File: config.mk
export PLATFORM = sky130hd
export DESIGN_NAME = pwt_timer
export DESIGN_NICKNAME = d
export VERILOG_FILES = /design/src/pwt_pkg.sv /design/src/pwt_counter.sv /design/src/pwt_pwm_chan.sv /design/src/pwt_timer.sv
export VERILOG_INCLUDE_DIRS = /design/src
export SDC_FILE = /design/constraint.sdc
export NUM_CORES = 1
export LEC_CHECK = 0
export BUFFER_PORTS_ARGS = -buffer_cell sky130_fd_sc_hd__buf_2
export CAP_MARGIN = 0
export CORE_UTILIZATION = 45
export CTS_CLUSTER_SIZE = 25
export DETAILED_ROUTE_END_ITERATION = 10
export GPL_TIMING_DRIVEN = 0
export HOLD_SLACK_MARGIN = 0.06
export PLACE_DENSITY = 0.73
export SLEW_MARGIN = 20
export SYNTH_ARGS = -nofsm -noshare
export SYNTH_HDL_FRONTEND = slang
export SYNTH_SLANG_ARGS = --single-unit
File: constraint.sdc
create_clock -name clock -period 4 [get_ports clock]
set_input_delay 0.2 -clock clock [delete_from_list [all_inputs] [get_ports clock]]
set_output_delay 0.2 -clock clock [all_outputs]
set_load 0.005 [all_outputs]
File: src/pwt_cfg.svh
// Summary of operation
// RULE1: After reset the counter runs free and wraps instead of clearing on match.
// RULE2: The counter counts only while the start bit, mode bit 7, is one.
// RULE3: Rolling over from all ones to zero sets the overflow flag.
// RULE4: Overflow flag with its enable set raises the interrupt request.
// RULE5: In PWM mode register A sets the period, B, C and D the duties.
// RULE6: Three PWM outputs, pins B, C and D, each with its own duty register.
// RULE7: In PWM mode every general register acts as output compare automatically.
// RULE8: Level bit one: pin high at match A, low at its own match.
// RULE9: Level bit zero: pin low at match A, high at its own match.
// RULE10: A pin in PWM mode ignores both I/O control compare output settings.
// RULE11: Equal period and duty values leave that pin unchanged on match.
// RULE12: In PWM operation match A clears the counter to zero.
// RULE13: With level bits one each pin goes low at its own match.
// RULE14: Before any match each PWM pin shows the level of its level bit.
// RULE15: A pin runs PWM only while its PWM select bit is one.
// RULE16: Each match A to D sets its flag and requests interrupt when enabled.
`ifndef PWT_CFG_SVH
`define PWT_CFG_SVH
`define PWT_CNT_W      16
`define PWT_ADDR_W     6
`define PWT_OFF_MODE   6'h00
`define PWT_OFF_CTL    6'h04
`define PWT_OFF_IEN    6'h08
`define PWT_OFF_FLG    6'h0c
`define PWT_OFF_IOAB   6'h10
`define PWT_OFF_IOCD   6'h14
`define PWT_OFF_CNT    6'h18
`define PWT_OFF_GRA    6'h1c
`define PWT_OFF_GRB    6'h20
`define PWT_OFF_GRC    6'h24
`define PWT_OFF_GRD    6'h28
`define PWT_MODE_START 7
`define PWT_CTL_CLR    7
`define PWT_FLG_OVF    7
`define PWT_LVL_LO     1
`define PWT_LVL_HI     3
`define PWT_SEL_LO     0
`define PWT_SEL_HI     2
`define PWT_CODE_DN_LO 0
`define PWT_CODE_DN_HI 2
`define PWT_CODE_UP_LO 4
`define PWT_CODE_UP_HI 6
`define PWT_MATCH_LO   0
`define PWT_MATCH_HI   3
`define PWT_MODE_MASK  8'h87
`define PWT_CTL_MASK   8'h8f
`define PWT_FLG_MASK   8'h8f
`define PWT_IO_MASK    8'h77
`define PWT_IO_LOW     3'h1
`define PWT_IO_HIGH    3'h2
`define PWT_IO_TOG     3'h3
`define PWT_REG8_RST   8'h00
`define PWT_CNT_RST    16'h0000
`define PWT_GR_RST     16'hffff
`define PWT_RDATA_RST  32'h0000_0000
`endif

File: src/pwt_pkg.sv
`default_nettype none
package pwt_pkg;
  typedef enum logic {
    pwt_bus_idle,
    pwt_bus_ack
  } pwt_bus_type;

  typedef struct packed {
    pwt_bus_type bus;
    logic        wait_req;
    logic [31:0] rdata;
    logic        irq;
    logic [7:0]  mode;
    logic [7:0]  ctl;
    logic [7:0]  ien;
    logic [7:0]  flags;
    logic [7:0]  io_ab;
    logic [7:0]  io_cd;
    logic [15:0] gr_a;
    logic [15:0] gr_b;
    logic [15:0] gr_c;
    logic [15:0] gr_d;
  } pwt_top_state_type;
endpackage
`default_nettype wire

File: src/pwt_counter.sv
`timescale 1ns/1ps
`default_nettype none
`include "pwt_cfg.svh"
module pwt_counter #(
  parameter int WIDTH = `PWT_CNT_W
) (
  input  wire logic             clock,
  input  wire logic             nrst,
  input  wire logic             run,
  input  wire logic             clear,
  input  wire logic             load,
  input  wire logic [WIDTH-1:0] load_value,
  output logic      [WIDTH-1:0] count,
  output logic                  wrap
);
  typedef struct packed {
    logic [WIDTH-1:0] count;
  } pwt_cnt_state_type;

  pwt_cnt_state_type st;
  pwt_cnt_state_type next_st;

  if (WIDTH < 2) begin : g_check
    $error("pwt_counter: WIDTH must be at least 2");
  end

  always_comb begin
    next_st = st;
    wrap    = 1'b0;
    if (load) begin
      next_st.count = load_value;
    // RULE2 gated by start
    end else if (run) begin
      // RULE3 rollover detect
      wrap = &st.count;
      if (clear) begin
        next_st.count = '0;
      end else begin
        next_st.count = st.count + WIDTH'(1);
      end
    end
  end

  always_ff @(posedge clock or negedge nrst) begin
    if (!nrst) begin
      st.count <= '0;
    end else begin
      st <= next_st;
    end
  end

  assign count = st.count;
endmodule // pwt_counter
`default_nettype wire

File: src/pwt_pwm_chan.sv
`timescale 1ns/1ps
`default_nettype none
`include "pwt_cfg.svh"
module pwt_pwm_chan (
  input  wire logic       clock,
  input  wire logic       nrst,
  input  wire logic       pwm_en,
  input  wire logic       level,
  input  wire logic       preset,
  input  wire logic       match_a,
  input  wire logic       match_own,
  input  wire logic       same_value,
  input  wire logic [2:0] io_code,
  output logic            pin
);
  typedef struct packed {
    logic pin;
  } pwt_chan_state_type;

  pwt_chan_state_type st;
  pwt_chan_state_type next_st;

  always_comb begin
    next_st = st;
    // RULE14 initial level
    if (preset) begin
      next_st.pin = level;
    // RULE15 PWM only when selected
    end else if (pwm_en) begin
      // RULE7 RULE10 compare fixed, codes ignored
      // RULE11 equal values hold
      if (!same_value) begin
        // RULE8 RULE9 period edge
        if (match_a) begin
          next_st.pin = level;
        end
        // RULE13 duty edge
        if (match_own) begin
          next_st.pin = ~level;
        end
      end
    end else if (match_own) begin
      case (io_code)
        `PWT_IO_LOW:  next_st.pin = 1'b0;
        `PWT_IO_HIGH: next_st.pin = 1'b1;
        `PWT_IO_TOG:  next_st.pin = ~st.pin;
        default:      next_st.pin = st.pin;
      endcase
    end
  end

  always_ff @(posedge clock or negedge nrst) begin
    if (!nrst) begin
      st.pin <= 1'b0;
    end else begin
      st <= next_st;
    end
  end

  assign pin = st.pin;
endmodule // pwt_pwm_chan
`default_nettype wire

File: src/pwt_timer.sv
// The register offsets and the Avalon-MM interface to the registers are this design's own decisions.
`timescale 1ns/1ps
`default_nettype none
`include "pwt_cfg.svh"
module pwt_timer (
  input  wire logic                   clock,
  input  wire logic                   nrst,
  input  wire logic [`PWT_ADDR_W-1:0] avs_address,
  input  wire logic                   avs_read,
  input  wire logic                   avs_write,
  input  wire logic [31:0]            avs_writedata,
  input  wire logic [3:0]             avs_byteenable,
  output logic      [31:0]            avs_readdata,
  output logic                        avs_waitrequest,
  output logic                        irq,
  output logic                        pwm_pin_b,
  output logic                        pwm_pin_c,
  output logic                        pwm_pin_d
);

  ////////////////////////////////////////////////////////////////////////////
  // Helper functions

  function automatic logic [7:0] merge8(
    input logic [7:0]  old,
    input logic [31:0] wd,
    input logic [3:0]  be
  );
    merge8 = be[0] ? wd[7:0] : old;
  endfunction

  function automatic logic [15:0] merge16(
    input logic [15:0] old,
    input logic [31:0] wd,
    input logic [3:0]  be
  );
    merge16 = {be[1] ? wd[15:8] : old[15:8], be[0] ? wd[7:0] : old[7:0]};
  endfunction

  function automatic logic is_match(
    input logic        run,
    input logic [15:0] cnt,
    input logic [15:0] cmp
  );
    is_match = run && (cnt == cmp);
  endfunction

  function automatic logic [31:0] pad8(
    input logic [7:0] v
  );
    pad8 = {24'h00_0000, v};
  endfunction

  function automatic logic [31:0] pad16(
    input logic [15:0] v
  );
    pad16 = {16'h0000, v};
  endfunction

  function automatic logic [7:0] reg8_write(
    input logic [7:0]  old,
    input logic [31:0] wd,
    input logic [3:0]  be,
    input logic [7:0]  mask
  );
    reg8_write = merge8(old, wd, be) & mask;
  endfunction

  function automatic logic lane_write(
    input logic                   go,
    input logic [`PWT_ADDR_W-1:0] addr,
    input logic [`PWT_ADDR_W-1:0] target,
    input logic                   lane
  );
    lane_write = go && (addr == target) && lane;
  endfunction

  ////////////////////////////////////////////////////////////////////////////
  // State

  pwt_pkg::pwt_top_state_type st;
  pwt_pkg::pwt_top_state_type next_st;

  logic [15:0] count;
  logic        wrap;
  logic        run;
  logic        pwm_any;
  logic        match_a;
  logic        match_b;
  logic        match_c;
  logic        match_d;
  logic        clear_a;
  logic        wr_go;
  logic        cnt_load;
  logic        ctl_write;
  logic [7:0]  flag_set;
  logic [7:0]  flag_clr;
  logic [31:0] read_word;
  logic [2:0]  pins;
  logic [2:0]  sel;
  logic [2:0]  lvl;
  logic [2:0]  duty_match;
  logic [2:0]  same_val;
  logic [2:0]  io_code [3];

  ////////////////////////////////////////////////////////////////////////////
  // Elaboration checks

  // Counter and general registers must share one width
  if (`PWT_CNT_W != $bits(st.gr_a)) begin : g_width_check
    $error("pwt_timer: counter width differs from the general registers");
  end

  // Highest mapped offset must fit the address port
  if (`PWT_OFF_GRD >= (1 << `PWT_ADDR_W)) begin : g_addr_check
    $error("pwt_timer: address port too narrow for the register map");
  end

  // A 16-bit register must fit the read data word
  if ($bits(avs_readdata) < $bits(st.gr_a)) begin : g_rdata_check
    $error("pwt_timer: read data narrower than a general register");
  end

  // Start bit must survive the mode write mask
  if (((`PWT_MODE_MASK >> `PWT_MODE_START) & 8'h01) == 8'h00) begin : g_start_check
    $error("pwt_timer: start bit masked out of the mode register");
  end

  // Clear-on-match bit must survive the control write mask
  if (((`PWT_CTL_MASK >> `PWT_CTL_CLR) & 8'h01) == 8'h00) begin : g_clear_check
    $error("pwt_timer: clear bit masked out of the control register");
  end

  // Overflow flag must survive the flag mask
  if (((`PWT_FLG_MASK >> `PWT_FLG_OVF) & 8'h01) == 8'h00) begin : g_ovf_check
    $error("pwt_timer: overflow bit masked out of the flag register");
  end

  // One level bit per output channel
  if ((`PWT_LVL_HI - `PWT_LVL_LO + 1) != $bits(lvl)) begin : g_level_check
    $error("pwt_timer: level field does not cover the three channels");
  end

  // One select bit per output channel
  if ((`PWT_SEL_HI - `PWT_SEL_LO + 1) != $bits(sel)) begin : g_sel_check
    $error("pwt_timer: select field does not cover the three channels");
  end

  ////////////////////////////////////////////////////////////////////////////
  // Compare logic

  // RULE2 start bit
  assign run     = st.mode[`PWT_MODE_START];
  assign pwm_any = |st.mode[`PWT_SEL_HI:`PWT_SEL_LO];
  // RULE5 period register
  assign match_a = is_match(run, count, st.gr_a);
  // RULE5 duty registers
  assign match_b = is_match(run, count, st.gr_b);
  assign match_c = is_match(run, count, st.gr_c);
  assign match_d = is_match(run, count, st.gr_d);

  // RULE12 RULE1 clear only in PWM or when chosen
  assign clear_a = match_a && (pwm_any || st.ctl[`PWT_CTL_CLR]);

  ////////////////////////////////////////////////////////////////////////////
  // Bus decode

  assign wr_go     = avs_write && (st.bus == pwt_pkg::pwt_bus_ack);
  assign cnt_load  = lane_write(wr_go, avs_address, `PWT_OFF_CNT, |avs_byteenable[1:0]);
  assign ctl_write = lane_write(wr_go, avs_address, `PWT_OFF_CTL, avs_byteenable[0]);

  always_comb begin
    case (avs_address)
      `PWT_OFF_MODE: read_word = pad8(st.mode);
      `PWT_OFF_CTL:  read_word = pad8(st.ctl);
      `PWT_OFF_IEN:  read_word = pad8(st.ien);
      `PWT_OFF_FLG:  read_word = pad8(st.flags);
      `PWT_OFF_IOAB: read_word = pad8(st.io_ab);
      `PWT_OFF_IOCD: read_word = pad8(st.io_cd);
      `PWT_OFF_CNT:  read_word = pad16(count);
      `PWT_OFF_GRA:  read_word = pad16(st.gr_a);
      `PWT_OFF_GRB:  read_word = pad16(st.gr_b);
      `PWT_OFF_GRC:  read_word = pad16(st.gr_c);
      `PWT_OFF_GRD:  read_word = pad16(st.gr_d);
      default:       read_word = `PWT_RDATA_RST;
    endcase
  end

  ////////////////////////////////////////////////////////////////////////////
  // Flag events

  always_comb begin
    flag_set = `PWT_REG8_RST;
    // RULE3 overflow flag
    flag_set[`PWT_FLG_OVF] = wrap;
    // RULE16 match flags
    flag_set[`PWT_MATCH_HI:`PWT_MATCH_LO] = {match_d, match_c, match_b, match_a};
    flag_clr = `PWT_REG8_RST;
    if (lane_write(wr_go, avs_address, `PWT_OFF_FLG, avs_byteenable[0])) begin
      flag_clr = avs_writedata[7:0];
    end
  end

  ////////////////////////////////////////////////////////////////////////////
  // Next state

  always_comb begin
    next_st = st;
    case (st.bus)
      pwt_pkg::pwt_bus_idle: begin
        if (avs_read || avs_write) begin
          next_st.bus      = pwt_pkg::pwt_bus_ack;
          next_st.wait_req = 1'b0;
          next_st.rdata    = avs_read ? read_word : `PWT_RDATA_RST;
        end
      end
      pwt_pkg::pwt_bus_ack: begin
        next_st.bus      = pwt_pkg::pwt_bus_idle;
        next_st.wait_req = 1'b1;
      end
      default: begin
        next_st.bus      = pwt_pkg::pwt_bus_idle;
        next_st.wait_req = 1'b1;
      end
    endcase

    if (wr_go) begin
      case (avs_address)
        `PWT_OFF_MODE: begin
          next_st.mode = reg8_write(st.mode, avs_writedata, avs_byteenable, `PWT_MODE_MASK);
        end
        `PWT_OFF_CTL: begin
          next_st.ctl = reg8_write(st.ctl, avs_writedata, avs_byteenable, `PWT_CTL_MASK);
        end
        `PWT_OFF_IEN: begin
          next_st.ien = reg8_write(st.ien, avs_writedata, avs_byteenable, `PWT_FLG_MASK);
        end
        `PWT_OFF_IOAB: begin
          next_st.io_ab = reg8_write(st.io_ab, avs_writedata, avs_byteenable, `PWT_IO_MASK);
        end
        `PWT_OFF_IOCD: begin
          next_st.io_cd = reg8_write(st.io_cd, avs_writedata, avs_byteenable, `PWT_IO_MASK);
        end
        `PWT_OFF_GRA: begin
          next_st.gr_a = merge16(st.gr_a, avs_writedata, avs_byteenable);
        end
        `PWT_OFF_GRB: begin
          next_st.gr_b = merge16(st.gr_b, avs_writedata, avs_byteenable);
        end
        `PWT_OFF_GRC: begin
          next_st.gr_c = merge16(st.gr_c, avs_writedata, avs_byteenable);
        end
        `PWT_OFF_GRD: begin
          next_st.gr_d = merge16(st.gr_d, avs_writedata, avs_byteenable);
        end
        default: begin
          next_st.mode = st.mode;
        end
      endcase
    end

    // Set wins over a write-one clear in the same cycle
    next_st.flags = ((st.flags & ~flag_clr) | flag_set) & `PWT_FLG_MASK;
    // RULE4 RULE16 masked interrupt
    next_st.irq = |(next_st.flags & next_st.ien);
  end

  always_ff @(posedge clock or negedge nrst) begin
    if (!nrst) begin
      st.bus      <= pwt_pkg::pwt_bus_idle;
      st.wait_req <= 1'b1;
      st.rdata    <= `PWT_RDATA_RST;
      st.irq      <= 1'b0;
      st.mode     <= `PWT_REG8_RST;
      // RULE1 free-running after reset
      st.ctl      <= `PWT_REG8_RST;
      st.ien      <= `PWT_REG8_RST;
      st.flags    <= `PWT_REG8_RST;
      st.io_ab    <= `PWT_REG8_RST;
      st.io_cd    <= `PWT_REG8_RST;
      st.gr_a     <= `PWT_GR_RST;
      st.gr_b     <= `PWT_GR_RST;
      st.gr_c     <= `PWT_GR_RST;
      st.gr_d     <= `PWT_GR_RST;
    end else begin
      st <= next_st;
    end
  end

  ////////////////////////////////////////////////////////////////////////////
  // Counter

  pwt_counter #(
    .WIDTH (`PWT_CNT_W)
  ) u_counter (
    .clock      (clock),
    .nrst       (nrst),
    .run        (run),
    .clear      (clear_a),
    .load       (cnt_load),
    .load_value (merge16(count, avs_writedata, avs_byteenable)),
    .count      (count),
    .wrap       (wrap)
  );

  ////////////////////////////////////////////////////////////////////////////
  // Output channels

  assign sel        = st.mode[`PWT_SEL_HI:`PWT_SEL_LO];
  // Level bits as they will stand after this edge, so a preset loads the new value
  assign lvl        = next_st.ctl[`PWT_LVL_HI:`PWT_LVL_LO];
  assign duty_match = {match_d, match_c, match_b};
  assign same_val   = {st.gr_d == st.gr_a, st.gr_c == st.gr_a, st.gr_b == st.gr_a};
  assign io_code[0] = st.io_ab[`PWT_CODE_UP_HI:`PWT_CODE_UP_LO];
  assign io_code[1] = st.io_cd[`PWT_CODE_DN_HI:`PWT_CODE_DN_LO];
  assign io_code[2] = st.io_cd[`PWT_CODE_UP_HI:`PWT_CODE_UP_LO];

  // RULE6 three channels
  for (genvar i = 0; i < 3; i++) begin : g_chan
    pwt_pwm_chan u_chan (
      .clock      (clock),
      .nrst       (nrst),
      .pwm_en     (sel[i]),
      .level      (lvl[i]),
      .preset     (ctl_write),
      .match_a    (match_a),
      .match_own  (duty_match[i]),
      .same_value (same_val[i]),
      .io_code    (io_code[i]),
      .pin        (pins[i])
    );
  end

  ////////////////////////////////////////////////////////////////////////////
  // Outputs

  assign avs_readdata    = st.rdata;
  assign avs_waitrequest = st.wait_req;
  assign irq             = st.irq;
  assign pwm_pin_b       = pins[0];
  assign pwm_pin_c       = pins[1];
  assign pwm_pin_d       = pins[2];

endmodule // pwt_timer
`default_nettype wire

======== Word-level counts from Yosys, hierarchy flattened ========
Index checks and enable logic that the tools add are counted.
storage, ports and cells
  bits in registers ....................... 152
  input bits .............................. 46
  output and inout bits ................... 37
  word-level logic and storage cells ...... 153
operators by class
  $add $sub $neg .......................... 1
  equal/unequal tests ..................... 32
  mux-type cells .......................... 38
  bitwise operators ....................... 11
  reductions and logical operators ........ 47
operators by type and width
  cell                     number
  $pmux W16 S11            1
  $eq A16 B16 Y1           7
  $mux W16                 3
  $mux W8                  5
  $reduce_and A3 Y1        12
  $mux W34                 1
  $mux W32                 1
  $eq A6 B5 Y1 const B     4
  $mux W1                  20
  $eq A3 B2 Y1 const B     6
  $eq A6 B6 Y1 const B     3
  $add A16 B1 Y16 const B  1
  $and A8 B8 Y8            2
  $reduce_and A16 Y1       1
  $reduce_bool A5 Y1       3
  $eq A6 B4 Y1 const B     2
  $logic_and A1 B1 Y1      12
  $mux W12                 1
  $reduce_and A4 Y1        3
  $reduce_bool A4 Y1       3
  $eq A3 B1 Y1 const B     3
  $ne A3 B3 Y1 const B     3
  $pmux W1 S3              3
  $reduce_bool A3 Y1       3
  14 further kinds         26

======== Depth between registers and ports, before layout ========
Gate-level depths: netlist (run 1).
  depth in word-level cells ............... 9
  gate-level depth with buffers ........... 8
  gate-level depth less buffers ........... 7

======== Hierarchy ========
Synthesis (run 1) repeated with hierarchy kept, for this count alone.
second synthesis, totals
  cells, all modules ...................... 811
  area, all modules ....................... 8557.0 um2
by module, submodules not included
  module        times used  cells each  area an instance (um2)  sequential area each (um2)
  pwt_timer     1           645         7119.3                  2934.1
  pwt_counter   1           127         1137.3                  400.4
  pwt_pwm_chan  3           13          100.1                   25.0

======== Worst setup path before layout (run 1) ========
Ideal clock, no wire load.
  path kind ............................... reg-to-reg
  start point ............................. reg st[49] (netlist name)
  end point ............................... reg u_counter.count[15] (netlist name)
  setup time .............................. 130 ps
  arrival time ............................ 2195 ps
  data required time ...................... 3870 ps
  path slack .............................. 1676 ps
  stages on the path, launching flop included .. 9
  buffers on the path ..................... 2
  period minus slack after synthesis ...... 2324 ps
  cell sequence ........................... dfstp_2 -> clkbuf_1 -> xnor2_1 -> nand4_1 -> nor4_2 -> a31oi_2 -> buf_6 -> o221ai_1 -> nand3_1
on the way
  longest elaborated chain between the ends .. 6
RTL lines
  item                    RTL line           text
  start, declared         pwt_timer.sv:81    pwt_pkg::pwt_top_state_type st;
  start signal, assigned  pwt_timer.sv:286   st <= next_st;
  $eq A16 B16 Y1          pwt_timer.sv:45    is_match = run && (cnt == cmp);
  $logic_and A1 B1 Y1     pwt_timer.sv:45
  $logic_and A1 B1 Y1     pwt_timer.sv:163   assign clear_a = match_a && (pwm_any || st.ctl[`PWT_CTL_CLR]);
  $mux W16                pwt_counter.sv:36  if (clear) begin
  $mux W16                pwt_counter.sv:33  end else if (run) begin
  $mux W16                pwt_counter.sv:30  if (load) begin
Every way passes these cells. The select of a mux whose other input is x is not followed.
A chain may end at the register's enable or synchronous reset.

======== Worst setup path in the final report (run 1) ========
  start point ............................. reg st[57] (netlist name)
  end point ............................... reg u_counter.count[15] (netlist name)
on the way
  longest elaborated chain between the ends .. 6
RTL lines
  item                 RTL line
  $eq A16 B16 Y1       pwt_timer.sv:45
  $logic_and A1 B1 Y1  pwt_timer.sv:45
  $logic_and A1 B1 Y1  pwt_timer.sv:163
  $mux W16             pwt_counter.sv:36
  $mux W16             pwt_counter.sv:33
  $mux W16             pwt_counter.sv:30
Every way passes these cells. The select of a mux whose other input is x is not followed.

==> results of run 1 <==
[sequential cells by signal, summed over array words and instances (netlist names)]
register	count
irq	1
run	1
g_chan.u_chan.pin	3
io_code	9
u_counter.count	16
avs_readdata	16
sel	3
avs_waitrequest	1
st	83
[final cells by class]
class | instances | area share (%)
Multi-Input combinational cell | 540 | 44.5
Sequential cell | 133 | 36.3
Buffer | 94 | 5.38
Clock buffer | 21 | 5.14
Timing Repair Buffer | 49 | 3.12
Tap cell | 225 | 3.00
Clock inverter | 11 | 1.80
Inverter | 18 | 0.719
Antenna cell | 1 | 0.0266
[metal layers]
| metal | GRT usage (%) | vias to the layer above | wire length (um) | share of wire, % |
|---|---|---|---|---|
| li1 | - | 2933 | - | - |
| met4 | 14.4 | 0 | 885 | 3.7 |
| met2 | 42.4 | 347 | 11200 | 47 |
| met1 | 35.8 | 3277 | 9920 | 41 |
| met3 | 5.97 | 67 | 2010 | 8.4 |
| met5 | 0 | - | 0 | 0 |
[through the flow]
| step | setup slack, ns | power (mW) |
|---|---|---|
| finish | 0.801 | 3.78 |
| global route | 0.638 | 3.91 |
| global placement | 0.928 | 2.04 |
| floorplan | 1.68 | 1.86 |
| CTS | 0.860 | 3.79 |
| detailed placement | 0.915 | 2.05 |
[worst max-delay path: stages (launching register included)]
cell and delay, ns:
dfstp_2 0.51, clkbuf_1 0.32, xnor2_1 0.17, nand4_1 0.16, nor4_2 0.88, a31oi_2 0.46, buf_6 0.28, o221ai_1 0.20
nand3_1 0.09
[power by group through the flow]
stage | combinational, mW | clock (mW) | sequential, mW
2_1_floorplan | 0.357 | 0 | 1.50
3_3_place_gp | 0.519 | 0 | 1.52
3_5_place_dp | 0.530 | 0 | 1.52
4_1_cts | 0.535 | 1.75 | 1.50
5_1_grt | 0.586 | 1.81 | 1.51
6_report | 0.540 | 1.74 | 1.51
[cells by family after synthesis]
group	count (synthesis)
xor+xnor	112
flops	133
mux	91
fa+ha+maj	1
simple gates	182
compound gates	138
buf+inv	112
other cells	1
[worst min path at each step]
stage                            from                          endpoint  slack [ns]  depth (start not counted)
floorplan                        nrst       avs_readdata[0]$_DFFE_PN0P_        -0.1                          0
global placement     avs_writedata[2]                  st[98]$_DFF_PN0_        0.46                          3
detailed placement               nrst  g_chan[0].u_chan.pin$_DFFE_PN0P_        0.09                          1
CTS                 avs_writedata[13]   u_counter.count[13]$_DFFE_PN0P_        0.09                          3
global route        avs_writedata[13]                st[61]$_DFFE_PN1P_        0.10                          2
finish              avs_writedata[13]   u_counter.count[13]$_DFFE_PN0P_        0.09                          3
[what timing repair did]
| item | 4_1_cts | 5_1_grt |
|---|---|---|
| hold endpoints to repair | 44 | 0 |
| gates resized for setup | 0 | 0 |
| hold buffers | 3 | 0 |
[cells in the mapped netlist (all sizes together), types with 19 or more instances]
| master | n |
|---|---|
| nor2 | 21 |
| nand4 | 23 |
| xor2 | 48 |
| mux2 | 85 |
| dfrtp | 68 |
| xnor2 | 64 |
| clkbuf | 45 |
| a22o | 19 |
| buf | 49 |
| a22oi | 27 |
| nand2 | 56 |
| nand3 | 19 |
| dfstp | 65 |
==> metrics, run 1 <==
critical path capture point type register; global-route wire length before repair approximately 37000 um; routability cong. 0.936; Final setup viols 0; post-synth top area share a little over a fifth; Net Sw Frac 26.6%; post-synthesis compound-gate area fraction between 10% and 20%; Detailed Route Iter0 Violations 729; DRT Pass-1 Iters 8; vias per cell 6.07; net switching power slightly above 1 mW; reg-to-reg endpoint u_counter.count[15]$_DFFE_PN0P_; Worst-Skew Late Latency 0.44 ns; Layout Cells excl Fill roughly 1100; Synth Area in XOR/XNOR about 12%; part of the Yosys area used for sequential elements a little over two fifths; mux cell area share after synthesis 12.9%; hold_ws between 0.09 and 0.1 ns; starting density of the core between 40 and 50%; die width between 100 and 150 um; Final nets 900; Sequential Power Share 39.8%; Syn Area/Cell 10.5 sq um; worst setup path startpoint st[57]$_DFFE_PN1P_; post-synthesis cell type count 60; io pins 83; Crit Path Class register to register; asr flop ratio synth 100%; row count 48; total negative slack 0 ns; Root Driver clkbuf_16; Worst setup SP type register; max-cap violations 0; reg2reg path depth 8; Die Y 136 um; Synth warnings 0; final WL 24000 um; logic gate share of total power 14.3%; simple-gate area share of the yosys netlist 11.9%; Worst slew margin 21.3%; commonest non-fill, non-tap cell in the layout mux2_2; WP data required around 4.3 ns; share of layout cells above drive strength 1 34.5%; crit path to u_counter.count[15]$_DFFE_PN0P_; Worst Hold Class primary input to register; vias in the first global route 6518; fin crit share 80.0%; largest net degree at the start of global routing 100; DP Wirelength 17600 um; Core ar. 17400 sq um; Pins Over Slew Limit 0; Critical Path AT 3.51 ns; status completed; Leak 4.18 nW; grt total ovfl 0; Pint roughly 2.8 mW; All-Layer GR Usage around 27%; count of input and output buffers 45; synth top area cells dfstp_2, dfrtp_1, mux2_2; Syn Std Cell Area 8100 sq um; Worst-path clk slew roughly 0.06 ns; largest family of logic cells by synthesized area compound AO/OA/AOI/OAI gates; Post-CTS Setup Bufs 0; #FFs+latches synth 133; worst-path fanout max 10; r2r setup slk 0.80 ns; CTS tree built; dpl cell area 8700 sq um; post-layout minimum cycle time 3.20 ns; Die ar. 18500 sq um; final core utilization 53.9%; final hold viol count 0; final worst clock skew 0.0127 ns; Layout fillers 1605; Num Clock Sinks 133; DP Cell Count 1056; fmax 313 MHz; multi-input logic area 4180 sq um; initial antenna violation count 1; Most used DFF post-synth dfrtp_1; power per cell area 403 nW/um^2; top cell type by total area after synthesis dfstp_2; r2r startpoint st[57]$_DFFE_PN1P_; EDFF count, synth 0; via count between 6000 and 7000; worst-margin pin slew 1.17 ns; number of buffers created by CTS 17; Syn Inst Count 770; clock buffer depth 2; Clock power frac 45.9%; most frequent cells in the layout mux2_2, dfrtp_1, dfstp_2; Finished Cell Area 9390 sq um; RSZ-0062 raised after global routing false; DRC Markers 0; area grow syn2layout 15.9%; htree depth 4; drt wl/cell 22.0 um; Synth Area in Adders 0.154%; peak supply drop 0.000324 V; Reg area 3410 sq um; post-route ant nets 0
Note: power is estimated with default switching activity, not from simulation.
==> run 2, diff against run 1 <==
==> constraint.sdc (replaced) <==
create_clock -name clock -period 3.14 [get_ports clock]
set_input_delay 0.157 -clock clock [delete_from_list [all_inputs] [get_ports clock]]
set_output_delay 0.157 -clock clock [all_outputs]
set_load 0.005 [all_outputs]
==> metrics, run 2 (same netlist as run 1, synthesis figures left out) <==
worst path cell trace clkbuf_1 -> xnor2_1 -> nand4_1 -> nor4_1 -> o2111ai_1 -> a221oi_1 -> a21oi_1; commonest non-fill, non-tap cell in the layout mux2_2; status completed; row count 48; io pins 83; WP data required roughly 3.5 ns; worst-margin pin slew between 1 and 1.5 ns; RSZ-0062 raised after global routing false; DRC Markers 0; most frequent cells in the layout mux2_2, dfrtp_1, dfstp_2; Detailed Route Iter0 Violations 771; Worst-path clk slew 0.06 ns; starting density of the core 46.5%; DRT Pass-1 Iters 9; number of buffers created by CTS 17; area grow syn2layout 16.5%; Biggest register st; Reg area around 3400 sq um; multi-input logic area between 4000 and 5000 sq um; Final setup viols 0; htree depth 4; final hold viol count 0; Root Driver clkbuf_16; Core ar. 17400 sq um; Crit Path Class register to register; final worst clock skew 0.0134 ns; Finished Cell Area between 9000 and 10000 sq um; via count 6635; drt wl/cell 21.9 um; fin crit share 92.5%; power after layout around 4.8 mW; power per cell area 512 nW/um^2; Worst-Skew Late Latency 0.44 ns; clock buffer depth 2; Pins Over Slew Limit 0; delay-heaviest family, CP simple AND/OR/NAND/NOR gates; All-Layer GR Usage 27.4%; vias in the first global route about 6500; initial antenna violation count 1; grt total ovfl 0; total negative slack 0 ns; fmax roughly 340 MHz; Ant. Diodes 0; dpl cell area about 8700 sq um; Crit path largest cell delay between 0.9 and 1 ns; Layout fillers 1595; Num Clock Sinks 133; Final nets 903; Post-CTS Setup Bufs 0; max-cap violations 0; number of flip-flops under the largest register name 83; share of layout cells above drive strength 1 34.5%; Die ar. 18500 sq um; peak supply drop 0.000407 V; Worst Hold Class primary input to register; CTS tree built; Buf/Inv on CP 1; Leak around 4.2 nW; slowest stage cell on the critical path nor4_1; routability cong. 0.936; Critical Path AT around 3.2 ns; Worst slew margin 28.1%; DP Wirelength between 15000 and 20000 um; final WL 24000 um; post-layout minimum cycle time between 2 and 3 ns; worst-path fanout max 9; die width 136 um; global-route wire length before repair 37000 um; Die Y 136 um; post-route ant nets 0; critical path capture point type register; Worst setup SP type register; largest net degree at the start of global routing 100; vias per cell approximately 6.1; count of input and output buffers 45
==> run 2: report_power, final <==
| group | switching, mW | internal (mW) | total [mW] |
|---|---|---|---|
| clock | 0.790 | 1.43 | 2.22 |
| combinational | 0.410 | 0.283 | 0.693 |
| sequential | 0.0859 | 1.83 | 1.92 |
| total | 1.29 | 3.54 | 4.83 |
==> run 2: final timing paths <==
kind                                                 from                               end  slack (ns)  depth (start not counted)
setup / recovery           u_counter.count[4]$_DFFE_PN0P_  g_chan[0].u_chan.pin$_DFFE_PN0P_        0.24                          7
hold / removal                          avs_writedata[11]                st[11]$_DFFE_PN1P_        0.06                          2
setup reg to reg           u_counter.count[4]$_DFFE_PN0P_  g_chan[0].u_chan.pin$_DFFE_PN0P_        0.24                          7
hold reg to reg               avs_readdata[8]$_DFFE_PN0P_       avs_readdata[8]$_DFFE_PN0P_        0.50                          1
max in group asynchronous                            nrst                st[38]$_DFFE_PN1P_        2.15                          3
min in group asynchronous                            nrst  g_chan[0].u_chan.pin$_DFFE_PN0P_        0.18                          2
==> run 2: what timing repair did <==
action,in CTS,in global routing
endpoints found under the hold margin,76,0
resized for setup,0,2
hold buffers,6,0
setup endpoints to repair,0,17
==> run 2: layout make-up <==
| type | instances | area share, % |
|---|---|---|
| inverter | 18 | 0.716 |
| sequential | 133 | 36.1 |
| timing repair buffer | 52 | 3.42 |
| clock buffer | 21 | 5.12 |
| multi-input combinational | 540 | 44.5 |
| buffer | 94 | 5.36 |
| clock inverter | 11 | 1.79 |
| tap | 225 | 2.98 |
==> run 2: per-stage QoR <==
stage | utilization [%] | instances | setup slack, ns | hold slack, ns
6_report | 54.2 | 1094 | 0.236 | 0.0613
5_1_grt | 54.2 | 1094 | 0.0676 | 0.0782
4_1_cts | 54.0 | 1094 | 0.000210 | 0.0603
3_5_place_dp | 50.0 | 1056 | 0.0546 | 0.0482
3_3_place_gp | 49.7 | 1055 | 0.0680 | 0.419
2_1_floorplan | - | 785 | 0.816 | -0.139
==> run 2: layer usage <==
layer,global-route usage (%),wire length (um),vias to the layer above
met5,0,11,-
met4,14.1,915,2
met3,5.93,1950,66
met2,42.5,11100,327
met1,35.9,10000,3300
li1,-,-,2940
